[src/design/rsq_pkg.sv]
package rsq_pkg;
  // ==========================================================
  // program counter values
  localparam int PC_W = 15;
  localparam logic [PC_W-1:0] PC_RESET = 15'h0000;
  localparam logic [PC_W-1:0] PC_INT_VECTOR = 15'h0004;
  localparam logic [PC_W-1:0] PC_STEP = 15'h0001;

  // ==========================================================
  // apb register map (byte addresses)
  localparam int ADDR_W = 8;
  localparam logic [ADDR_W-1:0] ADDR_CAUSE = 8'h00;
  localparam logic [ADDR_W-1:0] ADDR_STATUS = 8'h04;
  localparam logic [ADDR_W-1:0] ADDR_BORCTL = 8'h08;
  localparam logic [ADDR_W-1:0] ADDR_WDTCTL = 8'h0C;

  // ==========================================================
  // reset_cause_flags fields
  localparam int CAUSE_OVF = 7;
  localparam int CAUSE_UNF = 6;
  localparam int CAUSE_UNUSED = 5;
  localparam int CAUSE_WDT = 4;
  localparam int CAUSE_PIN = 3;
  localparam int CAUSE_RI = 2;
  localparam int CAUSE_POR = 1;
  localparam int CAUSE_BOR = 0;
  localparam logic [7:0] CAUSE_RST = 8'h1C;
  localparam logic [7:0] CAUSE_WMASK = 8'hDF;

  // ==========================================================
  // cpu_status_flags, brownout_control, watchdog_control fields
  localparam int STAT_TO = 4;
  localparam int STAT_PD = 3;
  localparam int BORC_SWEN = 7;
  localparam int BORC_FS = 6;
  localparam int BORC_RDY = 0;
  localparam logic [1:0] BORC_RST = 2'h2;
  localparam int WDTC_PS_LO = 1;
  localparam int WDTC_PS_HI = 5;
  localparam int WDTC_SWEN = 0;
  localparam logic [5:0] WDTC_RST = 6'h00;

  // ==========================================================
  // timing
  localparam int CLK_PERIOD_NS = 10;
  localparam int POWERUP_DELAY_TIMER_TIME_MS = 64;
  localparam int POWERUP_DELAY_TIMER_CYC = (POWERUP_DELAY_TIMER_TIME_MS * 1000000) / CLK_PERIOD_NS;
  localparam int OST_COUNT = 1024;
  localparam int RUN_DELAY_CYC = 10;

  // ==========================================================
  // sequencer states
  typedef enum logic [2:0] {
    ST_HOLD = 3'b000,
    ST_TIMERS = 3'b001,
    ST_PIN = 3'b010,
    ST_DELAY = 3'b011,
    ST_RUN = 3'b100
  } rsq_state_e;
endpackage

[src/design/rsq_tmr_if.sv]
interface rsq_tmr_if;
  logic clear;
  logic powerup_delay_timer_en;
  logic ost_en;
  logic osc_rise;
  logic powerup_delay_timer_done;
  logic done;
  modport seq (output clear, output powerup_delay_timer_en, output ost_en, output osc_rise,
               input powerup_delay_timer_done, input done);
  modport timer (input clear, input powerup_delay_timer_en, input ost_en, input osc_rise,
                 output powerup_delay_timer_done, output done);
endinterface

[src/design/rsq_reset_seq.sv]
// How it works
// RQ1 - after supply reset release, execution waits for the power-up delay when enabled
// RQ2 - execution also waits for the oscillator start-up count when the source needs it
// RQ3 - with the reset pin enabled, execution waits until the pin is released high
// RQ4 - both start-up timers keep running while the reset pin is held low
// RQ5 - timers already done at pin release: execution starts ten clocks later
// RQ6 - power-on: power flag 0, watchdog/pin/instruction flags 1, stack flags 0
// RQ7 - brown-out: brown flag 0, pin/instruction/timeout/powerdown 1, stack flags 0
// RQ8 - watchdog reset clears watchdog and timeout flags, restarts at zero
// RQ9 - pin reset while running clears the pin flag only, restarts at zero
// RQ10 - pin reset while asleep also sets timeout and clears powerdown
// RQ11 - reset instruction clears its flag and restarts at zero
// RQ12 - stack overflow sets its flag until firmware clears it
// RQ13 - stack underflow sets its flag until firmware clears it
// RQ14 - stack errors reset to zero only when stack error reset is enabled
// RQ15 - unused cause bit five always reads zero
// RQ16 - power-on always sets both timeout and powerdown flags
// RQ17 - watchdog wake from sleep clears timeout and powerdown, continues at next address
// RQ18 - interrupt wake sets timeout, clears powerdown, vectors when interrupts enabled
// RQ19 - power-up delay is 64 ms, active when its low-true enable is clear
// RQ20 - oscillator start-up counts 1024 oscillator cycles for crystal modes
// RQ21 - hardware flag updates win over a same-cycle firmware write
module rsq_reset_seq #(
  parameter int POWERUP_DELAY_TIMER_CYCLES = rsq_pkg::POWERUP_DELAY_TIMER_CYC // power-up delay in clocks
) (
  input wire logic i_clk, // system clock
  input wire logic i_rst, // sync reset, high
  input wire logic i_ce, // clock enable
  input wire logic i_psel, // apb select
  input wire logic i_penable, // apb enable
  input wire logic i_pwrite, // apb write
  input wire logic [rsq_pkg::ADDR_W-1:0] i_paddr, // apb address
  input wire logic [31:0] i_pwdata, // apb write data
  output logic [31:0] o_prdata, // apb read data
  output logic o_pready, // apb ready
  output logic o_pslverr, // apb error
  input wire logic i_por_rst, // power-on reset level, async
  input wire logic i_bor_rst, // brownout_reset level, async
  input wire logic i_ext_rst_n, // external_reset_pin, async
  input wire logic i_osc_in, // oscillator input, async
  input wire logic i_bor_ready, // brownout_ready status
  input wire logic i_cfg_powerup_delay_timer_n, // powerup_delay_enable_n
  input wire logic i_cfg_ost_req, // crystal mode needs start-up count
  input wire logic i_cfg_pin_en, // external reset pin enabled
  input wire logic i_cfg_stack_rst, // stack_error_reset_enable
  input wire logic i_wdt_timeout, // watchdog time-out pulse
  input wire logic i_reset_instr, // reset instruction pulse
  input wire logic i_stack_ovf, // stack overflow pulse
  input wire logic i_stack_unf, // stack underflow pulse
  input wire logic i_sleeping, // core is asleep
  input wire logic i_int_wake, // interrupt wake pulse
  input wire logic i_gie, // global_interrupt_enable
  input wire logic [rsq_pkg::PC_W-1:0] i_pc, // current program counter
  output logic o_run, // core may execute
  output logic o_pc_load, // load o_pc, one cycle
  output logic [rsq_pkg::PC_W-1:0] o_pc, // program counter to load
  output logic o_int_vector, // push and vector after next op
  output logic o_bor_sw_en, // software_brownout_enable
  output logic o_bor_fast, // brownout_fast_start
  output logic [4:0] o_wdt_prescale, // watchdog_prescale
  output logic o_wdt_sw_en // software_watchdog_enable
);
  import rsq_pkg::*;

  localparam int NSYNC = 4;
  localparam logic [NSYNC-1:0] SYNC_RST = 4'h4;
  localparam logic [3:0] DLY_LAST = 4'(RUN_DELAY_CYC - 1);

  rsq_tmr_if tif ();
  rsq_state_e state_r, state_nxt;
  logic [NSYNC-1:0] async_in, sync1_r, sync2_r;
  logic osc_d_r;
  logic por_s, bor_s, pin_s;
  logic [3:0] dly_cnt_r;
  logic [7:0] cause_r, cause_nxt;
  logic to_r, to_nxt, pd_r, pd_nxt;
  logic [1:0] borc_r;
  logic [5:0] wdtc_r;
  logic run_st, pin_rst_ev, wdt_rst_ev, wdt_wake_ev, int_wake_ev, ri_ev, stk_rst_ev;
  logic apb_wr, apb_setup, soft_rst;
  logic [7:0] rd_byte;
  logic rd_err;

  // ==========================================================
  // pin synchronisers: only stage two feeds logic
  assign async_in = {i_osc_in, i_ext_rst_n, i_bor_rst, i_por_rst};
  generate
    for (genvar g = 0; g < NSYNC; g++) begin : g_sync
      always_ff @(posedge i_clk) begin
        if (i_rst) begin
          sync1_r[g] <= SYNC_RST[g];
          sync2_r[g] <= SYNC_RST[g];
        end else if (i_ce) begin
          sync1_r[g] <= async_in[g];
          sync2_r[g] <= sync1_r[g];
        end
      end
    end
  endgenerate

  always_ff @(posedge i_clk) begin
    if (i_rst) begin
      osc_d_r <= 1'b0;
    end else if (i_ce) begin
      osc_d_r <= sync2_r[3];
    end
  end

  assign por_s = sync2_r[0];
  assign bor_s = sync2_r[1];
  assign pin_s = sync2_r[2] || !i_cfg_pin_en;

  // ==========================================================
  // start-up timers; the pin never touches them
  assign tif.clear = por_s || bor_s; // RQ4
  assign tif.powerup_delay_timer_en = !i_cfg_powerup_delay_timer_n; // RQ19
  assign tif.ost_en = i_cfg_ost_req; // RQ20
  assign tif.osc_rise = sync2_r[3] && !osc_d_r;

  rsq_startup_timers #(.POWERUP_DELAY_TIMER_CYCLES(POWERUP_DELAY_TIMER_CYCLES)) u_timers (
    .i_clk(i_clk),
    .i_rst(i_rst),
    .i_ce(i_ce),
    .tif(tif)
  );

  // ==========================================================
  // events seen while running
  assign run_st = (state_r == ST_RUN);
  assign pin_rst_ev = run_st && !pin_s;
  assign wdt_rst_ev = run_st && i_wdt_timeout && !i_sleeping;
  assign wdt_wake_ev = run_st && i_wdt_timeout && i_sleeping;
  assign int_wake_ev = run_st && i_int_wake && i_sleeping && !i_wdt_timeout;
  assign ri_ev = run_st && i_reset_instr;
  assign stk_rst_ev = run_st && i_cfg_stack_rst && (i_stack_ovf || i_stack_unf);
  assign soft_rst = wdt_rst_ev || ri_ev || stk_rst_ev;

  // ==========================================================
  // sequencer
  always_comb begin
    state_nxt = state_r;
    case (state_r)
      ST_HOLD: begin
        if (!tif.clear) begin
          state_nxt = ST_TIMERS;
        end
      end
      ST_TIMERS: begin
        if (tif.done) begin
          state_nxt = pin_s ? ST_DELAY : ST_PIN; // RQ1 RQ2
        end
      end
      ST_PIN: begin
        if (pin_s) begin
          state_nxt = tif.done ? ST_DELAY : ST_TIMERS; // RQ3
        end
      end
      ST_DELAY: begin
        if (!pin_s) begin
          state_nxt = ST_PIN;
        end else if (dly_cnt_r == DLY_LAST) begin
          state_nxt = ST_RUN; // RQ5
        end
      end
      ST_RUN: begin
        if (pin_rst_ev) begin
          state_nxt = ST_PIN; // RQ9
        end else if (soft_rst) begin
          state_nxt = ST_DELAY; // RQ8 RQ11 RQ14
        end
      end
      default: begin
        state_nxt = ST_HOLD;
      end
    endcase
    if (tif.clear) begin
      state_nxt = ST_HOLD;
    end
  end

  always_ff @(posedge i_clk) begin
    if (i_rst) begin
      state_r <= ST_HOLD;
      o_run <= 1'b0;
    end else if (i_ce) begin
      state_r <= state_nxt;
      o_run <= (state_nxt == ST_RUN);
    end
  end

  always_ff @(posedge i_clk) begin
    if (i_rst) begin
      dly_cnt_r <= 4'h0;
    end else if (i_ce) begin
      dly_cnt_r <= (state_r == ST_DELAY) ? dly_cnt_r + 4'h1 : 4'h0; // RQ5
    end
  end

  // ==========================================================
  // program counter steering
  always_ff @(posedge i_clk) begin
    if (i_rst) begin
      o_pc_load <= 1'b0;
      o_pc <= PC_RESET;
      o_int_vector <= 1'b0;
    end else if (i_ce) begin
      o_pc_load <= 1'b0;
      o_int_vector <= 1'b0;
      if (state_r != ST_RUN && state_nxt == ST_RUN) begin
        o_pc_load <= 1'b1;
        o_pc <= PC_RESET; // RQ8 RQ9 RQ10 RQ11 RQ14
      end else if (wdt_wake_ev || int_wake_ev) begin
        o_pc_load <= 1'b1;
        o_pc <= i_pc + PC_STEP; // RQ17 RQ18
        o_int_vector <= int_wake_ev && i_gie; // RQ18
      end
    end
  end

  // ==========================================================
  // apb slave: one access cycle, data latched at setup
  assign apb_setup = i_psel && !i_penable;
  assign apb_wr = i_psel && i_penable && o_pready && i_pwrite && !o_pslverr;

  always_comb begin
    rd_err = 1'b0;
    rd_byte = 8'h00;
    case (i_paddr)
      ADDR_CAUSE: rd_byte = cause_r;
      ADDR_STATUS: rd_byte = 8'({to_r, pd_r}) << STAT_PD;
      ADDR_BORCTL: rd_byte = {borc_r, 5'h00, i_bor_ready};
      ADDR_WDTCTL: rd_byte = {2'h0, wdtc_r};
      default: rd_err = 1'b1;
    endcase
  end

  always_ff @(posedge i_clk) begin
    if (i_rst) begin
      o_pready <= 1'b0;
      o_pslverr <= 1'b0;
      o_prdata <= 32'h00000000;
    end else if (i_ce) begin
      o_pready <= apb_setup;
      o_pslverr <= apb_setup && rd_err;
      if (apb_setup) begin
        o_prdata <= {24'h000000, rd_byte};
      end
    end
  end

  always_ff @(posedge i_clk) begin
    if (i_rst) begin
      borc_r <= BORC_RST;
      wdtc_r <= WDTC_RST;
    end else if (i_ce && apb_wr) begin
      if (i_paddr == ADDR_BORCTL) begin
        borc_r <= i_pwdata[BORC_SWEN:BORC_FS];
      end
      if (i_paddr == ADDR_WDTCTL) begin
        wdtc_r <= i_pwdata[WDTC_PS_HI:WDTC_SWEN];
      end
    end
  end

  always_ff @(posedge i_clk) begin
    if (i_rst) begin
      o_bor_sw_en <= BORC_RST[1];
      o_bor_fast <= BORC_RST[0];
      o_wdt_prescale <= WDTC_RST[WDTC_PS_HI:WDTC_PS_LO];
      o_wdt_sw_en <= WDTC_RST[WDTC_SWEN];
    end else if (i_ce) begin
      o_bor_sw_en <= borc_r[1];
      o_bor_fast <= borc_r[0];
      o_wdt_prescale <= wdtc_r[WDTC_PS_HI:WDTC_PS_LO];
      o_wdt_sw_en <= wdtc_r[WDTC_SWEN];
    end
  end

  // ==========================================================
  // cause and status flags; later lines override the write
  always_comb begin
    cause_nxt = cause_r;
    to_nxt = to_r;
    pd_nxt = pd_r;
    if (apb_wr && i_paddr == ADDR_CAUSE) begin
      cause_nxt = i_pwdata[7:0] & CAUSE_WMASK;
    end
    if (run_st && i_stack_ovf) begin
      cause_nxt[CAUSE_OVF] = 1'b1; // RQ12 RQ21
    end
    if (run_st && i_stack_unf) begin
      cause_nxt[CAUSE_UNF] = 1'b1; // RQ13 RQ21
    end
    if (wdt_rst_ev) begin
      cause_nxt[CAUSE_WDT] = 1'b0; // RQ8 RQ21
      to_nxt = 1'b0;
    end
    if (wdt_wake_ev) begin
      to_nxt = 1'b0; // RQ17
      pd_nxt = 1'b0;
    end
    if (int_wake_ev) begin
      to_nxt = 1'b1; // RQ18
      pd_nxt = 1'b0;
    end
    if (pin_rst_ev) begin
      cause_nxt[CAUSE_PIN] = 1'b0; // RQ9 RQ21
      if (i_sleeping) begin
        to_nxt = 1'b1; // RQ10
        pd_nxt = 1'b0;
      end
    end
    if (ri_ev) begin
      cause_nxt[CAUSE_RI] = 1'b0; // RQ11 RQ21
    end
    if (bor_s && !por_s) begin
      cause_nxt[CAUSE_BOR] = 1'b0; // RQ7
      cause_nxt[CAUSE_PIN] = 1'b1;
      cause_nxt[CAUSE_RI] = 1'b1;
      cause_nxt[CAUSE_OVF] = 1'b0;
      cause_nxt[CAUSE_UNF] = 1'b0;
      to_nxt = 1'b1;
      pd_nxt = 1'b1;
    end
    if (por_s) begin
      cause_nxt[CAUSE_POR] = 1'b0; // RQ6
      cause_nxt[CAUSE_WDT] = 1'b1;
      cause_nxt[CAUSE_PIN] = 1'b1;
      cause_nxt[CAUSE_RI] = 1'b1;
      cause_nxt[CAUSE_OVF] = 1'b0;
      cause_nxt[CAUSE_UNF] = 1'b0;
      to_nxt = 1'b1; // RQ16
      pd_nxt = 1'b1;
    end
    cause_nxt[CAUSE_UNUSED] = 1'b0; // RQ15
  end

  // brown-out flag is left as it was on power-on; reset takes 0
  always_ff @(posedge i_clk) begin
    if (i_rst) begin
      cause_r <= CAUSE_RST;
      to_r <= 1'b1;
      pd_r <= 1'b1;
    end else if (i_ce) begin
      cause_r <= cause_nxt;
      to_r <= to_nxt;
      pd_r <= pd_nxt;
    end
  end

  // ==========================================================
  // checks
  logic [3:0] dly_seen_r;
  always_ff @(posedge i_clk) begin
    if (i_rst) begin
      dly_seen_r <= 4'h0;
    end else if (i_ce) begin
      dly_seen_r <= (state_r == ST_DELAY) ? dly_seen_r + 4'h1 : 4'h0;
    end
  end

  chk_run_after_timers: assert property (@(posedge i_clk) disable iff (i_rst) // RQ1 RQ2
    $rose(o_run) |-> tif.done)
    else $error("run began before start-up timers finished");
  chk_pin_holds_run: assert property (@(posedge i_clk) disable iff (i_rst) // RQ3
    (i_ce && state_r == ST_PIN && !pin_s) |=> !o_run)
    else $error("run while reset pin held low");
  chk_ten_clock_delay: assert property (@(posedge i_clk) disable iff (i_rst) // RQ5
    (i_ce && $rose(o_run)) |-> (dly_seen_r == 4'(RUN_DELAY_CYC)))
    else $error("run did not follow ten delay clocks");
  chk_por_flags: assert property (@(posedge i_clk) disable iff (i_rst) // RQ6
    (i_ce && por_s) |=> (cause_r[CAUSE_WDT:CAUSE_POR] == 4'hE && cause_r[7:6] == 2'h0))
    else $error("power-on cause flags wrong");
  chk_por_to_pd: assert property (@(posedge i_clk) disable iff (i_rst) // RQ16
    (i_ce && por_s) |=> (to_r && pd_r))
    else $error("power-on left timeout or powerdown clear");
  chk_wdt_reset: assert property (@(posedge i_clk) disable iff (i_rst) // RQ8
    (i_ce && wdt_rst_ev && !tif.clear) |=> (!cause_r[CAUSE_WDT] && !to_r && state_r == ST_DELAY))
    else $error("watchdog reset not recorded");
  chk_pin_reset: assert property (@(posedge i_clk) disable iff (i_rst) // RQ9
    (i_ce && pin_rst_ev && !tif.clear) |=> (!cause_r[CAUSE_PIN] && !o_run))
    else $error("pin reset not recorded");
  chk_ri_flag: assert property (@(posedge i_clk) disable iff (i_rst) // RQ11
    (i_ce && ri_ev && !tif.clear) |=> !cause_r[CAUSE_RI])
    else $error("reset instruction flag not cleared");
  chk_ovf_sticky: assert property (@(posedge i_clk) disable iff (i_rst) // RQ12
    (i_ce && run_st && i_stack_ovf && !tif.clear) |=> cause_r[CAUSE_OVF])
    else $error("overflow flag not set");
  chk_wdt_wake: assert property (@(posedge i_clk) disable iff (i_rst) // RQ17
    (i_ce && wdt_wake_ev && !tif.clear) |=> (!to_r && !pd_r && o_pc_load
      && o_pc == $past(i_pc) + PC_STEP))
    else $error("watchdog wake handled wrongly");
  chk_unused_bit: assert property (@(posedge i_clk) disable iff (i_rst) // RQ15
    (o_pready && !o_pslverr && i_paddr == ADDR_CAUSE) |-> !o_prdata[CAUSE_UNUSED])
    else $error("unused cause bit read as one");
endmodule // rsq_reset_seq

[src/design/rsq_startup_timers.sv]
module rsq_startup_timers #(
  parameter int POWERUP_DELAY_TIMER_CYCLES = rsq_pkg::POWERUP_DELAY_TIMER_CYC
) (
  input wire logic i_clk, // system clock
  input wire logic i_rst, // sync reset, high
  input wire logic i_ce, // clock enable
  rsq_tmr_if.timer tif // sequencer side
);
  import rsq_pkg::*;

  localparam int PW = $clog2(POWERUP_DELAY_TIMER_CYCLES + 1);
  localparam int OW = $clog2(OST_COUNT + 1);
  localparam logic [PW-1:0] POWERUP_DELAY_TIMER_LAST = PW'(POWERUP_DELAY_TIMER_CYCLES);
  localparam logic [OW-1:0] OST_LAST = OW'(OST_COUNT);

  logic [PW-1:0] powerup_delay_timer_cnt_r;
  logic [OW-1:0] ost_cnt_r;
  logic powerup_delay_timer_fin;
  logic ost_fin;

  assign powerup_delay_timer_fin = !tif.powerup_delay_timer_en || (powerup_delay_timer_cnt_r == POWERUP_DELAY_TIMER_LAST);
  assign ost_fin = !tif.ost_en || (ost_cnt_r == OST_LAST);
  assign tif.powerup_delay_timer_done = powerup_delay_timer_fin;
  assign tif.done = powerup_delay_timer_fin && ost_fin;

  // ==========================================================
  // power-up delay: counts once the supply reset lifts, then holds at its last value
  always_ff @(posedge i_clk) begin
    if (i_rst || (i_ce && tif.clear)) begin
      powerup_delay_timer_cnt_r <= '0;
    end else if (i_ce && !powerup_delay_timer_fin) begin
      powerup_delay_timer_cnt_r <= powerup_delay_timer_cnt_r + PW'(1); // RQ1 RQ19
    end
  end

  // ==========================================================
  // oscillator start-up: counts oscillator edges after the delay
  always_ff @(posedge i_clk) begin
    if (i_rst || (i_ce && tif.clear)) begin
      ost_cnt_r <= '0;
    end else if (i_ce && powerup_delay_timer_fin && !ost_fin && tif.osc_rise) begin
      ost_cnt_r <= ost_cnt_r + OW'(1); // RQ2 RQ20
    end
  end
endmodule // rsq_startup_timers

[config.mk]
export PLATFORM = sky130hd
export DESIGN_NAME = rsq_reset_seq
export DESIGN_NICKNAME = d
export VERILOG_FILES = /design/src/design/rsq_pkg.sv /design/src/design/rsq_tmr_if.sv /design/src/design/rsq_reset_seq.sv /design/src/design/rsq_startup_timers.sv
export SDC_FILE = /design/constraint.sdc
export NUM_CORES = 1
export LEC_CHECK = 0
export BUFFER_PORTS_ARGS = -buffer_cell sky130_fd_sc_hd__buf_2
export CAP_MARGIN = 0
export CORE_MARGIN = 5
export CORE_UTILIZATION = 53
export CTS_CLUSTER_SIZE = 8
export DETAILED_ROUTE_END_ITERATION = 10
export PLACE_DENSITY = 0.79
export SYNTH_ARGS = -nofsm -noshare
export SYNTH_HDL_FRONTEND = slang
export SYNTH_SLANG_ARGS = --single-unit
[constraint.sdc]
create_clock -name i_clk -period 2.7 [get_ports i_clk]
set_clock_uncertainty 0.1 [all_clocks]
set_input_delay 0.27 -clock i_clk [delete_from_list [all_inputs] [get_ports i_clk]]
set_output_delay 0.27 -clock i_clk [all_outputs]
set_load 0.01 [all_outputs]
==> impl_metrics.yaml <==
yosys:
  synthTopCellsByArea: "dfxtp_1, nor2_1, mux2i_1, xor2_1, buf_4"
  synth_ff_type: "dfxtp_1"
  synth-edff-count: 0
  yosysMostFrequentCell: "dfxtp_1"
  ys_types: 61
  ys_seq_elements: 103
  netlist_area_sq_um: 5100
  syn_area_per_cell_sq_um: 8.52
  netlist_instances: 599
  async_flop_share_pct: 0
  yosysTopAreaCell: "dfxtp_1"
  ys_warn_count: 0
  ys_seq_area_share_pct: 40.4
  yosys-top-cells-count: "dfxtp_1, nor2_1, nand2_1"
  yosys.area.top_type_share_pct: 40.4
cts:
  cts_resized: 0
  cts.htree.levels: 3
  insertion_delay_ps: 380
  postCtsSetupBuffers: 0
  cts.hold.buffers_added: 1
  clk_root_buffer_cell: "clkbuf_8"
  cts_buffers: 9
  clk_pin_slew_ps: 100
  clock_sinks: 103
  cts_tree: "done"
  cts_buffer_depth: 2
worst_setup_path:
  max_stage_delay_ps: 540
  crit_fanout: 10
  cp.arrival_ps: 2610
  worstPathRequired_ps: 2860
  cp-end-kind: "register"
  crit_chain: "or4_1 -> nor4_2 -> a31oi_1 -> buf_4 -> nor4b_1 -> xnor2_1 -> nor2_1"
  path_class: "reg -> reg"
  crit_slowest_cell: "or4_1"
  worstSetupStartpointType: "register"
sta:
  finalSetupTns_ps: 0
  finalCriticalPeriod_ps: 2450
  tightest_slew_ps: 644
  rsz0062_at_grt: "no"
  slew_headroom_pct: 57.1
  finalCritPeriodShare_pct: 90.9
  setup_violations: 0
  max_freq_ghz: 0.408
  worst_slack_ps: 247
  finalHoldViolCount: 0
  maxSlewViolCount: 0
placement:
  place_area_sq_um: 5560
  dp.cells: 791
  gp_congestion: 0.823
  dp_hpwl_microns: 8410
  portBuffers: 88
  post-place-ws_ps: 253
power:
  p_leak_uw: 0.00232
  powerDensity_nw_per_um2: 493
  fin_total_pwr_uw: 2850
  ir_drop_uv: 327
final_layout:
  diodes: 0
  drive_gt1_share_pct: 18.3
  design_area_sq_um: 5790
  instances_no_fill: 808
  nNetsFinal: 758
  area_growth_pct: 13.4
grt:
  antenna_found_initial: 0
  grt_usage_pct: 20.0
  grt-ovfl-total: 0
  grt_pass1_wl_microns: 19300
  first_global_vias: 4271
  grt_start_max_net_pins: 67
routing:
  via_per_inst: 5.39
  vias: 4352
  antenna_left: 0
  wl_per_cell_microns: 14.0
  drc_errors: 0
  firstDrtPassIters: 5
  drt_wl_total_microns: 11300
  dr.first_iter.drc_count: 219
floorplanning:
  initial_utilization_pct: 54.7
  num_rows: 35
  core_region_area_sq_um: 9330
  die_h_microns: 108
  die_area_sq_um: 11700
  die_x_microns: 108
  ioPinCount: 137
outcome:
  outcome: "finished clean"
flow_run:
  maxCapViolations: 0
worst_hold_path:
  hold_path.class: "in -> reg"
==> cell usage in the layout (no fill, tap or decap), types with 7 or more instances in the layout <==
cell and count:
a21oi_1 29, a22oi_1 9, and3_1 13, buf_2 88, buf_4 11, clkbuf_8 9, conb_1 24, dfxtp_1 103
ha_1 7, inv_1 10, mux2i_1 27, nand2_1 42, nand3_1 24, nand3b_1 8, nand4_1 12, nor2_1 87
nor3_1 10, o21ai_0 10, or3_1 11, xnor2_1 20, xor2_1 25
==> per-stage QoR <==
step,utilization (%),hold WS [ps]
3_5_place_dp,59.6,346
2_1_floorplan,-,292
6_report,62.0,24.7
3_3_place_gp,59.6,337
5_1_grt,62.0,22.7
4_1_cts,62.0,14.3
==> report_power, final <==
part           switching, uW  total, uW  internal (uW)
Clock                    581       1030            448
Sequential              23.4       1570           1540
Combinational            158        257           99.1
==> cell families after synthesis <==
family | share of synthesized area [%]
buffers and inverters | 6.89
AOI/OAI and AO/OA | 11.6
other | 0.0735
and+or+nand+nor | 26.0
muxes | 5.52
adders and majority gates | 1.72
DFF | 40.4
xor gates and xnor gates | 7.73
==> state kept, by name, summed over array words and instances, names as in the netlist, 2 cells and up <==
name                                cells
state_r                                 3
borc_r                                  2
u_timers.ost_cnt_r                     11
sync2_r                                 2
o_prdata                                8
dly_cnt_r                               4
o_wdt_prescale                          5
wdtc_r                                  6
o_pc                                   15
cause_r                                 7
sync1_r                                 4
u_timers.powerup_delay_timer_cnt_r     23
==> routing by layer <==
layer,global-route usage [%],vias up,share of wire [%]
met2,34.1,104,49
met3,5.37,12,6.0
met5,0,-,0
li1,-,2208,-
met4,5.59,0,1.1
met1,25.1,2028,44
==> worst max-delay path: cells and delay by family, from the launching register on <==
family	cells	cell delay (ps)
AND/OR/NAND/NOR	4	1260
flip-flops	1	360
buffers and inverters	1	230
AO/OA/AOI/OAI	1	210
XOR/XNOR	1	170
==> path summary, 6_finish.rpt <==
kind | from | to | slack [ps] | cells after the start
min | i_por_rst | sync1_r[0]$_SDFFE_PP0P_ | 20 | 3
max | u_timers.powerup_delay_timer_cnt_r[14]$_SDFFE_PP0P_ | u_timers.ost_cnt_r[3]$_SDFFE_PP0P_ | 250 | 7
min reg2reg | o_pc[6]$_SDFFE_PP0P_ | o_pc[6]$_SDFFE_PP0P_ | 360 | 2
max reg2reg | u_timers.powerup_delay_timer_cnt_r[14]$_SDFFE_PP0P_ | u_timers.ost_cnt_r[3]$_SDFFE_PP0P_ | 250 | 7
==> cell type report <==
type | instances | area [sq um]
Multi-Input combinational cell | 450 | 2770
Clock inverter | 7 | 95.1
Inverter | 10 | 37.5
Clock buffer | 9 | 124
Timing Repair Buffer | 100 | 533
Fill cell | 820 | 3540
Tap cell | 129 | 161
Sequential cell | 103 | 2060
(Power assumes the default switching activity.)
